`src/inc/sctl_pkg.sv`:
```
// Shared constants and types for the serial controller
`default_nettype none
package sctl_pkg;
	typedef logic [7:0] sctl_addr_t;
	typedef logic [31:0] sctl_word_t;
	typedef enum logic [1:0] {S_IDLE, S_SHIFT, S_SUSP} sctl_state_t;
	// Register byte offsets
	localparam sctl_addr_t OFF_CTRL = 8'h00;
	localparam sctl_addr_t OFF_DIV = 8'h04;
	localparam sctl_addr_t OFF_RX0 = 8'h10;
	localparam sctl_addr_t OFF_RX1 = 8'h14;
	localparam sctl_addr_t OFF_TX0 = 8'h20;
	localparam sctl_addr_t OFF_TX1 = 8'h24;
	localparam sctl_addr_t OFF_PAT = 8'h34;
	localparam sctl_addr_t OFF_STAT = 8'h40;
	localparam sctl_addr_t OFF_MASK = 8'h44;
	// Control field positions
	localparam int B_GO = 0;
	localparam int B_RXNEG = 1;
	localparam int B_TXNEG = 2;
	localparam int B_LEN = 3;
	localparam int B_NUM = 8;
	localparam int B_LSB = 10;
	localparam int B_CLKP = 11;
	localparam int B_SP = 12;
	localparam int B_FLAG = 16;
	localparam int B_IE = 17;
	localparam int B_SLV = 18;
	localparam int B_REO = 19;
	localparam int B_DUAL = 22;
	localparam int B_VAR = 23;
	// Reset values and writable mask
	localparam sctl_word_t CTRL_RST = 32'h0500_0004;
	localparam sctl_word_t CTRL_MASK = 32'h00DF_FFFF;
	localparam sctl_word_t DIV_RST = 32'h0000_0000;
	localparam sctl_word_t PAT_RST = 32'h007F_FF87;
	// Counts and response codes
	localparam logic [5:0] WORD_MAX = 6'h20;
	localparam logic [5:0] LEN16 = 6'h10;
	localparam logic [5:0] LEN24 = 6'h18;
	localparam logic [4:0] SUS_BASE = 5'h02;
	localparam logic [1:0] RESP_OK = 2'h0;
	localparam logic [1:0] RESP_SLVERR = 2'h2;
endpackage
`default_nettype wire

```
`src/inc/sctl_clk_if.sv`:
```
// Link between transfer engine and serial clock rate generator
`default_nettype none
interface sctl_clk_if;
	logic run;
	logic varEn;
	logic [15:0] div;
	logic [15:0] div2;
	logic [31:0] pattern;
	logic tick;
	modport gen (input run, input varEn, input div, input div2, input pattern, output tick);
	modport eng (output run, output varEn, output div, output div2, output pattern, input tick);
endinterface
`default_nettype wire

```
`src/logic/sctl_clkgen.sv`:
```
// Serial clock half-period tick generator, fixed or patterned rate
`default_nettype none
module sctl_clkgen (
	// Clock and reset
	input wire logic mclk,
	input wire logic rst_b,
	// Engine link
	sctl_clk_if.gen ck
);
	import sctl_pkg::*;

	logic [15:0] cntReg;
	logic [4:0] idxReg;
	logic [15:0] half;

	// Pattern walks one bit per half period, so 32 bits cover a 16-bit word
	always_comb half = (ck.varEn && ck.pattern[idxReg]) ? ck.div2 : ck.div;

	always_ff @(posedge mclk) begin
		if (!rst_b || !ck.run) begin
			cntReg <= 16'h0000;
			idxReg <= 5'h00;
			ck.tick <= 1'b0;
		end else if (cntReg >= half) begin
			cntReg <= 16'h0000;
			idxReg <= idxReg + 5'h01;
			ck.tick <= 1'b1;
		end else begin
			cntReg <= cntReg + 16'h0001;
			ck.tick <= 1'b0;
		end
	end
endmodule // sctl_clkgen
`default_nettype wire

```
`src/logic/sctl_top.sv`:
```
// Serial controller: AXI4-Lite registers, transfer engine and pin logic
//
// Register access over AXI4-Lite was left to the implementer.
`default_nettype none
// Functional notes
// - Variable mode: rate from pattern and divisors
// - Fixed mode: rate from primary divisor only
// - Dual mode moves two bits per clock
// - Dual mode uses both transmit, receive buffers
// - Mode 00: no reorder, no byte gaps
// - Mode 01: reorder plus byte gaps
// - Mode 10: reorder without byte gaps
// - Mode 11: byte gaps, original order
// - Reorder only for 16, 24, 32 bits
// - Interrupt request only while enabled
// - Slave bit selects external clock, select
// - Completion flag set by hardware, write-one-clear
// - Start bit self-clears on completion
module sctl_top (
	// Clock and reset
	input wire logic mclk,
	input wire logic rst_b,
	// AXI4-Lite write channels
	input wire sctl_pkg::sctl_addr_t s_axi_awaddr,
	input wire logic s_axi_awvalid,
	output logic s_axi_awready,
	input wire sctl_pkg::sctl_word_t s_axi_wdata,
	input wire logic [3:0] s_axi_wstrb,
	input wire logic s_axi_wvalid,
	output logic s_axi_wready,
	output logic [1:0] s_axi_bresp,
	output logic s_axi_bvalid,
	input wire logic s_axi_bready,
	// AXI4-Lite read channels
	input wire sctl_pkg::sctl_addr_t s_axi_araddr,
	input wire logic s_axi_arvalid,
	output logic s_axi_arready,
	output sctl_pkg::sctl_word_t s_axi_rdata,
	output logic [1:0] s_axi_rresp,
	output logic s_axi_rvalid,
	input wire logic s_axi_rready,
	// Serial clock and select pins
	input wire logic sclkIn,
	output logic sclkOut,
	output logic sclkOe,
	input wire logic selIn_b,
	output logic selOut_b,
	output logic selOe,
	// Serial data pins
	input wire logic sdi0,
	input wire logic sdi1,
	output logic sdo0,
	output logic sdo1,
	// Interrupt
	output logic irqOut
);
	import sctl_pkg::*;

	sctl_word_t ctrlReg, divReg, patReg, tx0Reg, tx1Reg, rx0Reg, rx1Reg;
	sctl_word_t rxW0Reg, rxW1Reg;
	logic statReg, maskReg;
	sctl_state_t stateReg;
	logic [5:0] bitCntReg, susCntReg;
	logic wordSelReg, pendSusReg;
	logic sclkS1, sclkS2, sclkS3, selS1_b, selS2_b;
	logic sdi0S1, sdi0S2, sdi1S1, sdi1S2;
	logic awHeldReg, wHeldReg;
	sctl_addr_t awAddrReg, rdAddrReg;
	sctl_word_t wDataReg;
	logic [3:0] wStrbReg;

	logic goBusy, rxNeg, txNeg, lsbFirst, clkIdle, flagBit, ieBit;
	logic slaveMode, dualMode, burst2, reoOn, byteEnd;
	logic [4:0] bitLen;
	logic [3:0] spCyc;
	logic [1:0] reoMode;
	logic [5:0] lenVal, susLen, cntInc;
	logic doWrite, doRead, rise, fall, sampleEdge, driveEdge, hold, tog;
	logic wordEnd, nextWord, finish;
	logic [4:0] idx0, idxCur;
	sctl_word_t txSw0, txSw1, txCur, ctrlNext, rdMux;

	sctl_clk_if ck();

	sctl_clkgen uClkgen (
		.mclk(mclk),
		.rst_b(rst_b),
		.ck(ck)
	);

	function automatic logic isMapped(input sctl_addr_t a);
		return a == OFF_CTRL || a == OFF_DIV || a == OFF_RX0 || a == OFF_RX1 ||
			a == OFF_TX0 || a == OFF_TX1 || a == OFF_PAT || a == OFF_STAT || a == OFF_MASK;
	endfunction

	function automatic sctl_word_t applyStrb(input sctl_word_t old, input sctl_word_t d,
		input logic [3:0] s);
		sctl_word_t r;
		r = old;
		for (int i = 0; i < 4; i++) begin
			if (s[i]) begin
				r[i*8 +: 8] = d[i*8 +: 8];
			end
		end
		return r;
	endfunction

	// Byte reversal within the active word; self-inverse for every length
	function automatic sctl_word_t reorderWord(input sctl_word_t w, input logic en,
		input logic [5:0] len);
		sctl_word_t r;
		r = w;
		if (en) begin
			if (len == LEN16) begin
				r = {16'h0000, w[7:0], w[15:8]};
			end else if (len == LEN24) begin
				r = {8'h00, w[7:0], w[15:8], w[23:16]};
			end else begin
				r = {w[7:0], w[15:8], w[23:16], w[31:24]};
			end
		end
		return r;
	endfunction

	function automatic logic [4:0] bitIdx(input logic [5:0] cnt, input logic [5:0] len,
		input logic lsb);
		logic [5:0] t;
		t = len - 6'h01 - cnt;
		return lsb ? cnt[4:0] : t[4:0];
	endfunction

	// Control fields
	assign goBusy = ctrlReg[B_GO];
	assign rxNeg = ctrlReg[B_RXNEG];
	assign txNeg = ctrlReg[B_TXNEG];
	assign bitLen = ctrlReg[B_LEN +: 5];
	assign burst2 = ctrlReg[B_NUM];
	assign lsbFirst = ctrlReg[B_LSB];
	assign clkIdle = ctrlReg[B_CLKP];
	assign spCyc = ctrlReg[B_SP +: 4];
	assign flagBit = ctrlReg[B_FLAG];
	assign ieBit = ctrlReg[B_IE];
	assign slaveMode = ctrlReg[B_SLV];
	assign reoMode = ctrlReg[B_REO +: 2];
	assign dualMode = ctrlReg[B_DUAL];

	// Rate generator runs only while mastering a transfer
	assign ck.run = stateReg != S_IDLE && !slaveMode;
	assign ck.varEn = ctrlReg[B_VAR] && !slaveMode;
	assign ck.div = divReg[15:0];
	assign ck.div2 = divReg[31:16];
	assign ck.pattern = patReg;

	always_comb begin
		lenVal = (bitLen == 5'h00) ? WORD_MAX : {1'b0, bitLen};
		reoOn = !reoMode[0] ^ !reoMode[1] &&
			(lenVal == LEN16 || lenVal == LEN24 || lenVal == WORD_MAX);
		susLen = {{1'b0, spCyc} + SUS_BASE, 1'b0};
		cntInc = bitCntReg + 6'h01;
		byteEnd = cntInc[2:0] == 3'h0 && cntInc < lenVal;
		idx0 = bitIdx(6'h00, lenVal, lsbFirst);
		idxCur = bitIdx(bitCntReg, lenVal, lsbFirst);
		txSw0 = reorderWord(tx0Reg, reoOn, lenVal);
		txSw1 = reorderWord(tx1Reg, reoOn, lenVal);
		txCur = (wordSelReg && !dualMode) ? txSw1 : txSw0;
		hold = (bitCntReg == lenVal || pendSusReg) && sclkOut == clkIdle;
		tog = ck.tick && stateReg == S_SHIFT && !hold;
		rise = slaveMode ? sclkS2 && !sclkS3 && !selS2_b && stateReg == S_SHIFT
			: tog && !sclkOut;
		fall = slaveMode ? !sclkS2 && sclkS3 && !selS2_b && stateReg == S_SHIFT
			: tog && sclkOut;
		sampleEdge = (rxNeg ? fall : rise) && bitCntReg != lenVal;
		driveEdge = (txNeg ? fall : rise) && bitCntReg != lenVal;
		wordEnd = stateReg == S_SHIFT && goBusy && bitCntReg == lenVal &&
			(slaveMode || sclkOut == clkIdle);
		// Dual mode ignores the burst count; software keeps it at one word
		nextWord = !dualMode && burst2 && !wordSelReg;
		finish = wordEnd && !nextWord;
		doWrite = awHeldReg && wHeldReg && !s_axi_bvalid;
		doRead = s_axi_arvalid && s_axi_arready;
	end

	// Pin synchronisers; first stage feeds only the second
	always_ff @(posedge mclk) begin
		if (!rst_b) begin
			sclkS1 <= 1'b0;
			sclkS2 <= 1'b0;
			sclkS3 <= 1'b0;
			selS1_b <= 1'b1;
			selS2_b <= 1'b1;
			sdi0S1 <= 1'b0;
			sdi0S2 <= 1'b0;
			sdi1S1 <= 1'b0;
			sdi1S2 <= 1'b0;
		end else begin
			sclkS1 <= sclkIn;
			sclkS2 <= sclkS1;
			sclkS3 <= sclkS2;
			selS1_b <= selIn_b;
			selS2_b <= selS1_b;
			sdi0S1 <= sdi0;
			sdi0S2 <= sdi0S1;
			sdi1S1 <= sdi1;
			sdi1S2 <= sdi1S1;
		end
	end

	// Transfer sequencer
	always_ff @(posedge mclk) begin
		if (!rst_b) begin
			stateReg <= S_IDLE;
			bitCntReg <= 6'h00;
			susCntReg <= 6'h00;
			wordSelReg <= 1'b0;
			pendSusReg <= 1'b0;
			rxW0Reg <= 32'h0000_0000;
			rxW1Reg <= 32'h0000_0000;
		end else begin
			unique case (stateReg)
				S_IDLE: begin
					if (goBusy) begin
						stateReg <= S_SHIFT;
						bitCntReg <= 6'h00;
						wordSelReg <= 1'b0;
						pendSusReg <= 1'b0;
						rxW0Reg <= 32'h0000_0000;
						rxW1Reg <= 32'h0000_0000;
					end
				end
				S_SHIFT: begin
					if (!goBusy) begin
						stateReg <= S_IDLE;
					end else if (wordEnd) begin
						if (nextWord) begin
							wordSelReg <= 1'b1;
							bitCntReg <= 6'h00;
							rxW0Reg <= 32'h0000_0000;
							susCntReg <= 6'h00;
							stateReg <= slaveMode ? S_SHIFT : S_SUSP;
						end else begin
							stateReg <= S_IDLE;
						end
					end else if (pendSusReg && sclkOut == clkIdle) begin
						pendSusReg <= 1'b0;
						susCntReg <= 6'h00;
						stateReg <= S_SUSP;
					end else if (sampleEdge) begin
						bitCntReg <= cntInc;
						rxW0Reg[idxCur] <= sdi0S2;
						if (dualMode) begin
							rxW1Reg[idxCur] <= sdi1S2;
						end
						// Byte gaps are a master feature; mode 00 and 10 never set this
						if (byteEnd && reoMode[0] && !slaveMode) begin
							pendSusReg <= 1'b1;
						end
					end
				end
				S_SUSP: begin
					if (!goBusy) begin
						stateReg <= S_IDLE;
					end else if (ck.tick) begin
						if (susCntReg == susLen - 6'h01) begin
							stateReg <= S_SHIFT;
						end else begin
							susCntReg <= susCntReg + 6'h01;
						end
					end
				end
				default: stateReg <= S_IDLE;
			endcase
		end
	end

	// Receive buffers take the finished word
	always_ff @(posedge mclk) begin
		if (!rst_b) begin
			rx0Reg <= 32'h0000_0000;
			rx1Reg <= 32'h0000_0000;
		end else if (wordEnd) begin
			if (dualMode) begin
				rx0Reg <= reorderWord(rxW0Reg, reoOn, lenVal);
				rx1Reg <= reorderWord(rxW1Reg, reoOn, lenVal);
			end else if (wordSelReg) begin
				rx1Reg <= reorderWord(rxW0Reg, reoOn, lenVal);
			end else begin
				rx0Reg <= reorderWord(rxW0Reg, reoOn, lenVal);
			end
		end
	end

	// Serial data out, first bit preloaded before the first edge
	always_ff @(posedge mclk) begin
		if (!rst_b) begin
			sdo0 <= 1'b0;
			sdo1 <= 1'b0;
		end else begin
			if (stateReg == S_IDLE && goBusy) begin
				sdo0 <= txSw0[idx0];
				sdo1 <= txSw1[idx0];
			end else if (wordEnd && nextWord) begin
				sdo0 <= txSw1[idx0];
			end else if (driveEdge) begin
				sdo0 <= txCur[idxCur];
				sdo1 <= txSw1[idxCur];
			end
			if (!dualMode) begin
				sdo1 <= 1'b0;
			end
		end
	end

	// Clock and select pins; slave leaves them undriven
	always_ff @(posedge mclk) begin
		if (!rst_b) begin
			sclkOut <= 1'b0;
			sclkOe <= 1'b0;
			selOut_b <= 1'b1;
			selOe <= 1'b0;
		end else begin
			sclkOe <= !slaveMode;
			selOe <= !slaveMode;
			selOut_b <= slaveMode || stateReg == S_IDLE;
			if (slaveMode || stateReg == S_IDLE) begin
				sclkOut <= clkIdle;
			end else if (tog) begin
				sclkOut <= !sclkOut;
			end
		end
	end

	always_comb begin
		ctrlNext = applyStrb(ctrlReg, wDataReg, wStrbReg) & CTRL_MASK;
		ctrlNext[B_FLAG] = flagBit && !(wStrbReg[2] && wDataReg[B_FLAG]);
	end

	// Control register: completion wins over a same-cycle clear
	always_ff @(posedge mclk) begin
		if (!rst_b) begin
			ctrlReg <= CTRL_RST & CTRL_MASK;
		end else begin
			if (doWrite && awAddrReg == OFF_CTRL) begin
				ctrlReg <= ctrlNext;
			end
			if (finish) begin
				ctrlReg[B_GO] <= 1'b0;
				ctrlReg[B_FLAG] <= 1'b1;
			end
		end
	end

	// Plain software registers
	always_ff @(posedge mclk) begin
		if (!rst_b) begin
			divReg <= DIV_RST;
			patReg <= PAT_RST;
			tx0Reg <= 32'h0000_0000;
			tx1Reg <= 32'h0000_0000;
			maskReg <= 1'b0;
		end else if (doWrite) begin
			unique case (awAddrReg)
				OFF_DIV: divReg <= applyStrb(divReg, wDataReg, wStrbReg);
				OFF_PAT: patReg <= applyStrb(patReg, wDataReg, wStrbReg);
				OFF_TX0: tx0Reg <= applyStrb(tx0Reg, wDataReg, wStrbReg);
				OFF_TX1: tx1Reg <= applyStrb(tx1Reg, wDataReg, wStrbReg);
				OFF_MASK: maskReg <= wStrbReg[0] ? wDataReg[0] : maskReg;
				default: maskReg <= maskReg;
			endcase
		end
	end

	// Interrupt status: read clears, a new completion wins
	always_ff @(posedge mclk) begin
		if (!rst_b) begin
			statReg <= 1'b0;
			irqOut <= 1'b0;
		end else begin
			if (finish) begin
				statReg <= 1'b1;
			end else if (doRead && s_axi_araddr == OFF_STAT) begin
				statReg <= 1'b0;
			end
			irqOut <= ieBit && statReg && maskReg;
		end
	end

	// AXI4-Lite write side; address and data accepted in either order
	always_ff @(posedge mclk) begin
		if (!rst_b) begin
			s_axi_awready <= 1'b1;
			s_axi_wready <= 1'b1;
			s_axi_bvalid <= 1'b0;
			s_axi_bresp <= RESP_OK;
			awHeldReg <= 1'b0;
			wHeldReg <= 1'b0;
			awAddrReg <= 8'h00;
			wDataReg <= 32'h0000_0000;
			wStrbReg <= 4'h0;
		end else begin
			if (s_axi_awvalid && s_axi_awready) begin
				awAddrReg <= s_axi_awaddr;
				awHeldReg <= 1'b1;
				s_axi_awready <= 1'b0;
			end
			if (s_axi_wvalid && s_axi_wready) begin
				wDataReg <= s_axi_wdata;
				wStrbReg <= s_axi_wstrb;
				wHeldReg <= 1'b1;
				s_axi_wready <= 1'b0;
			end
			if (doWrite) begin
				s_axi_bvalid <= 1'b1;
				s_axi_bresp <= isMapped(awAddrReg) ? RESP_OK : RESP_SLVERR;
			end
			if (s_axi_bvalid && s_axi_bready) begin
				s_axi_bvalid <= 1'b0;
				awHeldReg <= 1'b0;
				wHeldReg <= 1'b0;
				s_axi_awready <= 1'b1;
				s_axi_wready <= 1'b1;
			end
		end
	end

	always_comb begin
		case (s_axi_araddr)
			OFF_CTRL: rdMux = ctrlReg;
			OFF_DIV: rdMux = divReg;
			OFF_RX0: rdMux = rx0Reg;
			OFF_RX1: rdMux = rx1Reg;
			OFF_PAT: rdMux = patReg;
			OFF_STAT: rdMux = {31'h0000_0000, statReg};
			OFF_MASK: rdMux = {31'h0000_0000, maskReg};
			default: rdMux = 32'h0000_0000;
		endcase
	end

	// AXI4-Lite read side
	always_ff @(posedge mclk) begin
		if (!rst_b) begin
			s_axi_arready <= 1'b1;
			s_axi_rvalid <= 1'b0;
			s_axi_rdata <= 32'h0000_0000;
			s_axi_rresp <= RESP_OK;
			rdAddrReg <= 8'h00;
		end else begin
			if (doRead) begin
				s_axi_arready <= 1'b0;
				s_axi_rvalid <= 1'b1;
				s_axi_rdata <= rdMux;
				s_axi_rresp <= isMapped(s_axi_araddr) ? RESP_OK : RESP_SLVERR;
				rdAddrReg <= s_axi_araddr;
			end
			if (s_axi_rvalid && s_axi_rready) begin
				s_axi_rvalid <= 1'b0;
				s_axi_arready <= 1'b1;
			end
		end
	end
endmodule // sctl_top
`default_nettype wire

```
`config.mk`:
```
export PLATFORM = sky130hd
export DESIGN_NAME = sctl_top
export DESIGN_NICKNAME = d
export VERILOG_FILES = /design/src/inc/sctl_pkg.sv /design/src/inc/sctl_clk_if.sv /design/src/logic/sctl_clkgen.sv /design/src/logic/sctl_top.sv
export SDC_FILE = /design/constraint.sdc
export NUM_CORES = 1
export LEC_CHECK = 0
export BUFFER_PORTS_ARGS = -buffer_cell sky130_fd_sc_hd__buf_2
export CORE_UTILIZATION = 30
export DETAILED_ROUTE_END_ITERATION = 7
export HOLD_SLACK_MARGIN = 0.15
export SLEW_MARGIN = 40
export SYNTH_ARGS = -nofsm -noshare
export SYNTH_HDL_FRONTEND = slang
export SYNTH_HIERARCHICAL = 1
export SYNTH_SLANG_ARGS = --single-unit
```
`constraint.sdc`:
```
create_clock -name mclk -period 7.9 [get_ports mclk]
set_input_delay 0.79 -clock mclk [delete_from_list [all_inputs] [get_ports mclk]]
set_output_delay 0.79 -clock mclk [all_outputs]
set_load 0.005 [all_outputs]
```
======== After elaboration in Yosys (flattened, before gate mapping) ========
Index checks and enable logic that the tools add are counted.
storage, ports and cells
  flip-flop bits (word level) ............. 421
  input bits .............................. 63
  output and inout port bits .............. 48
  logic and storage cells ................. 360
cells by class
  add/subtract/negate cells ............... 8
  $lt $le $gt $ge ......................... 6
  eq/ne operators ......................... 47
  mux-type cells .......................... 105
  bitwise gates (word level) .............. 2
  reductions and logical operators ........ 129
operators by type and width
  operator                                             number
  2-to-1 mux 32 bit                                    28
  one-hot mux 32 bit (7 select lines)                  1
  one-hot mux 32 bit (2 select lines)                  2
  2-to-1 mux 6 bit                                     13
  bitwise mux 32 bit                                   2
  AND reduction 3 bit                                  17
  equality test 8 x 6 -> 1 bit, second input constant  6
  logical AND 1 bit                                    44
  equality test 8 x 5 -> 1 bit, second input constant  4
  equality test 8 x 7 -> 1 bit, second input constant  4
  2-to-1 mux 1 bit                                     31
  binary-select mux 1 bit (select 5 bit)               5
  != test 2 bit, second input constant                 12
  one-hot mux 6 bit (2 select lines)                   2
  logical OR 1 bit                                     22
  2-to-1 mux 2 bit                                     11
  < comparator 5 x 6 -> 1 bit, second input constant   3
  2-to-1 mux 17 bit                                    1
  adder 16 x 1 -> 16 bit, second input constant        1
  equality test 8 x 3 -> 1 bit, second input constant  2
  >= comparator 16 bit                                 1
  zero test 8 bit                                      2
  2-to-1 mux 16 bit                                    1
  2-to-1 mux 8 bit                                     2
  38 further kinds                                     80

======== Logic depth before layout (Yosys ltp) ========
  depth in word-level cells ............... 16
  mapped depth ............................ 16
  depth with buffers taken out ............ 13

======== By module ========
The synthesis kept the hierarchy.
modules (own cells, without submodules)
  module       times used  cells each  area each (um2)
  sctl_top     1           2,720       22,165.0
  sctl_clkgen  1           178         1,717.9

======== Least setup slack after synthesis ========
Ideal clock, no wire load.
  path type ............................... reg2reg
  start ................................... register ctrlReg[3]
  end ..................................... register sdo0
  library setup time ...................... 0.118 ns
  arrival time ............................ 3.326 ns
  path slack .............................. 4.457 ns
  stages on the path, launching flop included .. 13
  period minus slack after synthesis ...... 3.443 ns
  path through ............................ dfxtp_1 -> buf_2 -> clkinv_1 -> ha_1 -> fa_1 -> nand2b_1 -> o21ai_1 -> a22o_1 -> a2111oi_0 -> a21oi_1 -> a221oi_1 -> nand4_1 -> o2111a_1
between the ends
  word-level cells in the longest chain between the ends .. 13
RTL lines
  element                                                                             line             source
  from (decl)                                                                         sctl_top.sv:59   sctl_word_t ctrlReg, divReg, patReg, tx0Reg, tx1Reg, rx0Reg, rx1Reg;
  from (signal assigned)                                                              sctl_top.sv:340  ctrlReg <= CTRL_RST & CTRL_MASK;
  from (signal assigned)                                                              sctl_top.sv:343  ctrlReg <= ctrlNext;
  zero test 5 bit                                                                     sctl_top.sv:155  lenVal = (bitLen == 5'h00) ? WORD_MAX : {1'b0, bitLen};
  2-to-1 mux 6 bit *                                                                  sctl_top.sv:155
  parallel branches: the longest is 11 deep, another holds subtractor 5 x 1 -> 5 bit  n/a
  to (signal assigned)                                                                sctl_top.sv:299  sdo0 <= txSw0[idx0];
  to (signal assigned)                                                                sctl_top.sv:302  sdo0 <= txSw1[idx0];
  to (signal assigned)                                                                sctl_top.sv:304  sdo0 <= txCur[idxCur];
  to (decl)                                                                           sctl_top.sv:52   output logic sdo0,
Every way passes the cells marked *. The select of a mux whose other input is x is not followed.
A chain may end at the register's enable or synchronous reset.

======== Worst setup path in the final report ========
  start ................................... register ctrlReg[4]
  end ..................................... register sdo0
The elaborated chain is that of the path after synthesis.

==> metrics.md <==
| Metric | Value |
|---|---|
| Worst Path Buf+Inv | 2 |
| Min-Delay Path Class | in -> reg |
| Area contributors post-synth | dfxtp_1, mux2i_1, nand2_1, nor2b_1, nand3_1 |
| Post-synthesis register bit count | roughly 420 |
| CTS tree | done |
| Post-Route Setup TNS | 0 ps |
| Slew HR | 33.1% |
| Chip Width | 284 um |
| TritonRoute pass-1 iters | 6 |
| Crit. End Element | flip-flop |
| Worst-Margin Slew | 1000 ps |
| WP data arrival | 4620 ps |
| Post-Layout Cell Count | around 4000 |
| Cells after Synth | 2898 |
| Total power | 4.62 mW |
| Port Buf Inserts | 108 |
| Initial core utilization | just over 30% |
| CP top delay family | compound AO/OA/AOI/OAI gates |
| R2R setup slack | 3780 ps |
| Drt total wl | ~87 mm |
| Nets@finish | 2962 |
| CTS sink count | 419 |
| Syn. warnings | 6 |
| Post-DRT Antenna Nets | 0 |
| Root Driver | clkbuf_16 |
| Critical setup path kind | reg -> reg |
| Skew final | 13.4 ps |
| Max-slew violations | 0 |
| Wirelength per Cell | 22.1 um |
| Clock Latency Late Sink | between 600 and 700 ps |
| Fraction of layout cells with a size suffix above 1 | between 10% and 20% |
| Post-CTS setup buffers | 0 |
| Worst-path maximum fanout | 63 |
| Critical path, cell by cell | inv_1 > ha_1 > and3b_4 > buf_4 > mux2i_1 > mux2i_1 > nor2_1 > a2111oi_0 > nor4_1 > a221oi_1 > nand4_1 > o2111a_1 |
| CP startpoint | ctrlReg[4] |
| Top-count cell post-synth | dfxtp_1 |
| Critical Path Stages | 12 |
| Design area | 26800 sq um |
| Hold Slack | 407 ps |
| Dpl ws | 3840 ps |
| Final antenna diode count | 0 |
| Row count | 103 |
| CTS Buffer Depth | 3 |
| Most common flop cell mapped by yosys | dfxtp_1 |
| Fmax | 243 MHz |
| Reg-to-Reg End | sdo0 |
| Leading area contributor after synthesis | dfxtp_1 |
| Library cells used by synthesis | 99 |
| Vias | 22100 |
| First-pass GRT wire length | 131 mm |
| Max incr delay on CP | 720 ps |
| Placed instance count | 3866 |
| Crit start category | flip-flop |
| Reg2reg start | ctrlReg[4] |
| Gr usage total | about a fifth |
| Initial antenna violation count | 4 |
| TritonCTS buffer count | 46 |
| Die H | 284 um |
| Sequential cell area | approximately 8400 sq um |
| Layout Utilization | between 30% and 40% |
| Vias per inst | approximately 5.6 |
| Status | finished clean |
| Hpwl dp | 61.5 mm |
| Multi-input gate area | 14300 sq um |
| Post-synth top cells | dfxtp_1, nand2_1, mux2i_1 |
| Slowest stage cell, crit path | buf_4 |
| PwrDens | around 170 nW/um^2 |
| Worst Reg-to-Reg Cells | 12 |
| Capture point of the worst path | sdo0 |
| Mean Syn Cell Area | 8.24 sq um |
| Period minus WS final | 4120 ps |
| Core area | just under 80000 sq um |
| Worst setup margin | 3780 ps |
| CP required | approximately 8400 ps |
| DRC | 0 |
| Synth top area share | 35.1% |
| # setup viols final | 0 |
| # IOs | between 100 and 150 |
| Asr flop ratio synth | 0% |
| Hold bufs inserted after CTS | 0 |
| Leakage | 10.3 nW |
| Fin crit share | 52.2% |
| RSZ-0062 raised after global routing | false |
| Min-Delay Path Depth | 2 |
| Die area | 80700 sq um |
| Hold Fails Final Rpt | 0 |
| GP Congestion | 0.952 |
| Placed cell areas | 25100 sq um |
| Sequential area share after synthesis | 35.1% |
| EDFF count, synth | 0 |
| H-tree Lvls | 2 |
| MaxCap Viol Count | 0 |
| CP dominant cell by count | mux2i_1 |
| Vias in the first global route | around 20000 |
| Worst-path clk slew | 60 ps |
| DRT iter0 DRCs | 2501 |
| Largest net degree at the start of global routing | 115 |
| Highest ir drop seen on vdd | 0.000125 V |
| CTS resizes | 0 |
| FILL cells | slightly above 8000 |
| Area grow syn2layout | 12.1% |
| GRT Residual Overflow | 0 |
| Post-Syn Area | around 24000 sq um |
worst min path at each step:
stage | end | start | slack [ps]
5_1_grt | sclkS1 | sclkIn | 400
2_1_floorplan | selS2_b | selS1_b | 390
3_3_place_gp | selS2_b | selS1_b | 400
4_1_cts | sclkS1 | sclkIn | 390
6_report | sdi0S1 | sdi0 | 410
3_5_place_dp | selS2_b | selS1_b | 400
cell type report:
class | count | share of cell area (%)
Tap cell | 1050 | 4.91
Sequential cell | 419 | 31.4
Multi-Input combinational cell | 2191 | 53.5
Clock buffer | 66 | 5.10
Timing Repair Buffer | 158 | 3.49
Inverter | 48 | 0.673
Clock inverter | 20 | 0.953
kinds of logic after synthesis:
family	count (synthesis)	share of synthesized area, %
DFF	419	35.1
other	1	0.0157
muxes	259	11.8
AOI/OAI and AO/OA	733	21.1
adders and majority gates	35	1.87
xor gates and xnor gates	42	1.54
and+or+nand+nor	1120	23.4
buffers and inverters	289	5.22
cell usage in the layout, fill, tap and decap left out, types with 25 or more instances in the layout:
master,count
o21ai_0,157
mux2_2,27
a21boi_0,75
o211ai_1,53
nor2b_1,175
nor2_1,165
nand2_1,354
buf_4,46
and2_1,62
buf_2,108
mux2i_1,217
ha_1,34
a22o_1,44
dfxtp_1,417
inv_1,47
clkbuf_16,46
nand3_1,162
o211a_1,28
a22oi_1,42
a21oi_1,125
xor2_1,25
nor3_1,58
state kept, by name, summed over array words and instances (netlist names), 8 cells and up:
register / flops
tx1Reg: 32
tx0Reg: 32
uClkgen/cntReg: 16
awAddrReg: 8
rxW0Reg: 32
ctrlReg: 23
rxW1Reg: 32
wDataReg: 32
rx0Reg: 32
divReg: 32
s_axi_rdata: 32
rx1Reg: 32
ck.pattern: 32
power breakdown:
group	switching, mW	internal (mW)
Combinational	0.0865	0.0550
Clock	0.955	1.34
Sequential	0.0477	2.13
per-layer routing:
metal  track usage, %  vias up  routed length (um)
met3             4.14      192                7760
met1             28.0    10500               37100
met2             32.7     1053               38900
met4             8.47        0                3440
li1                 -    10400                   -
met5                0        -                   0
No activity file was read; power rests on OpenSTA's default activity.
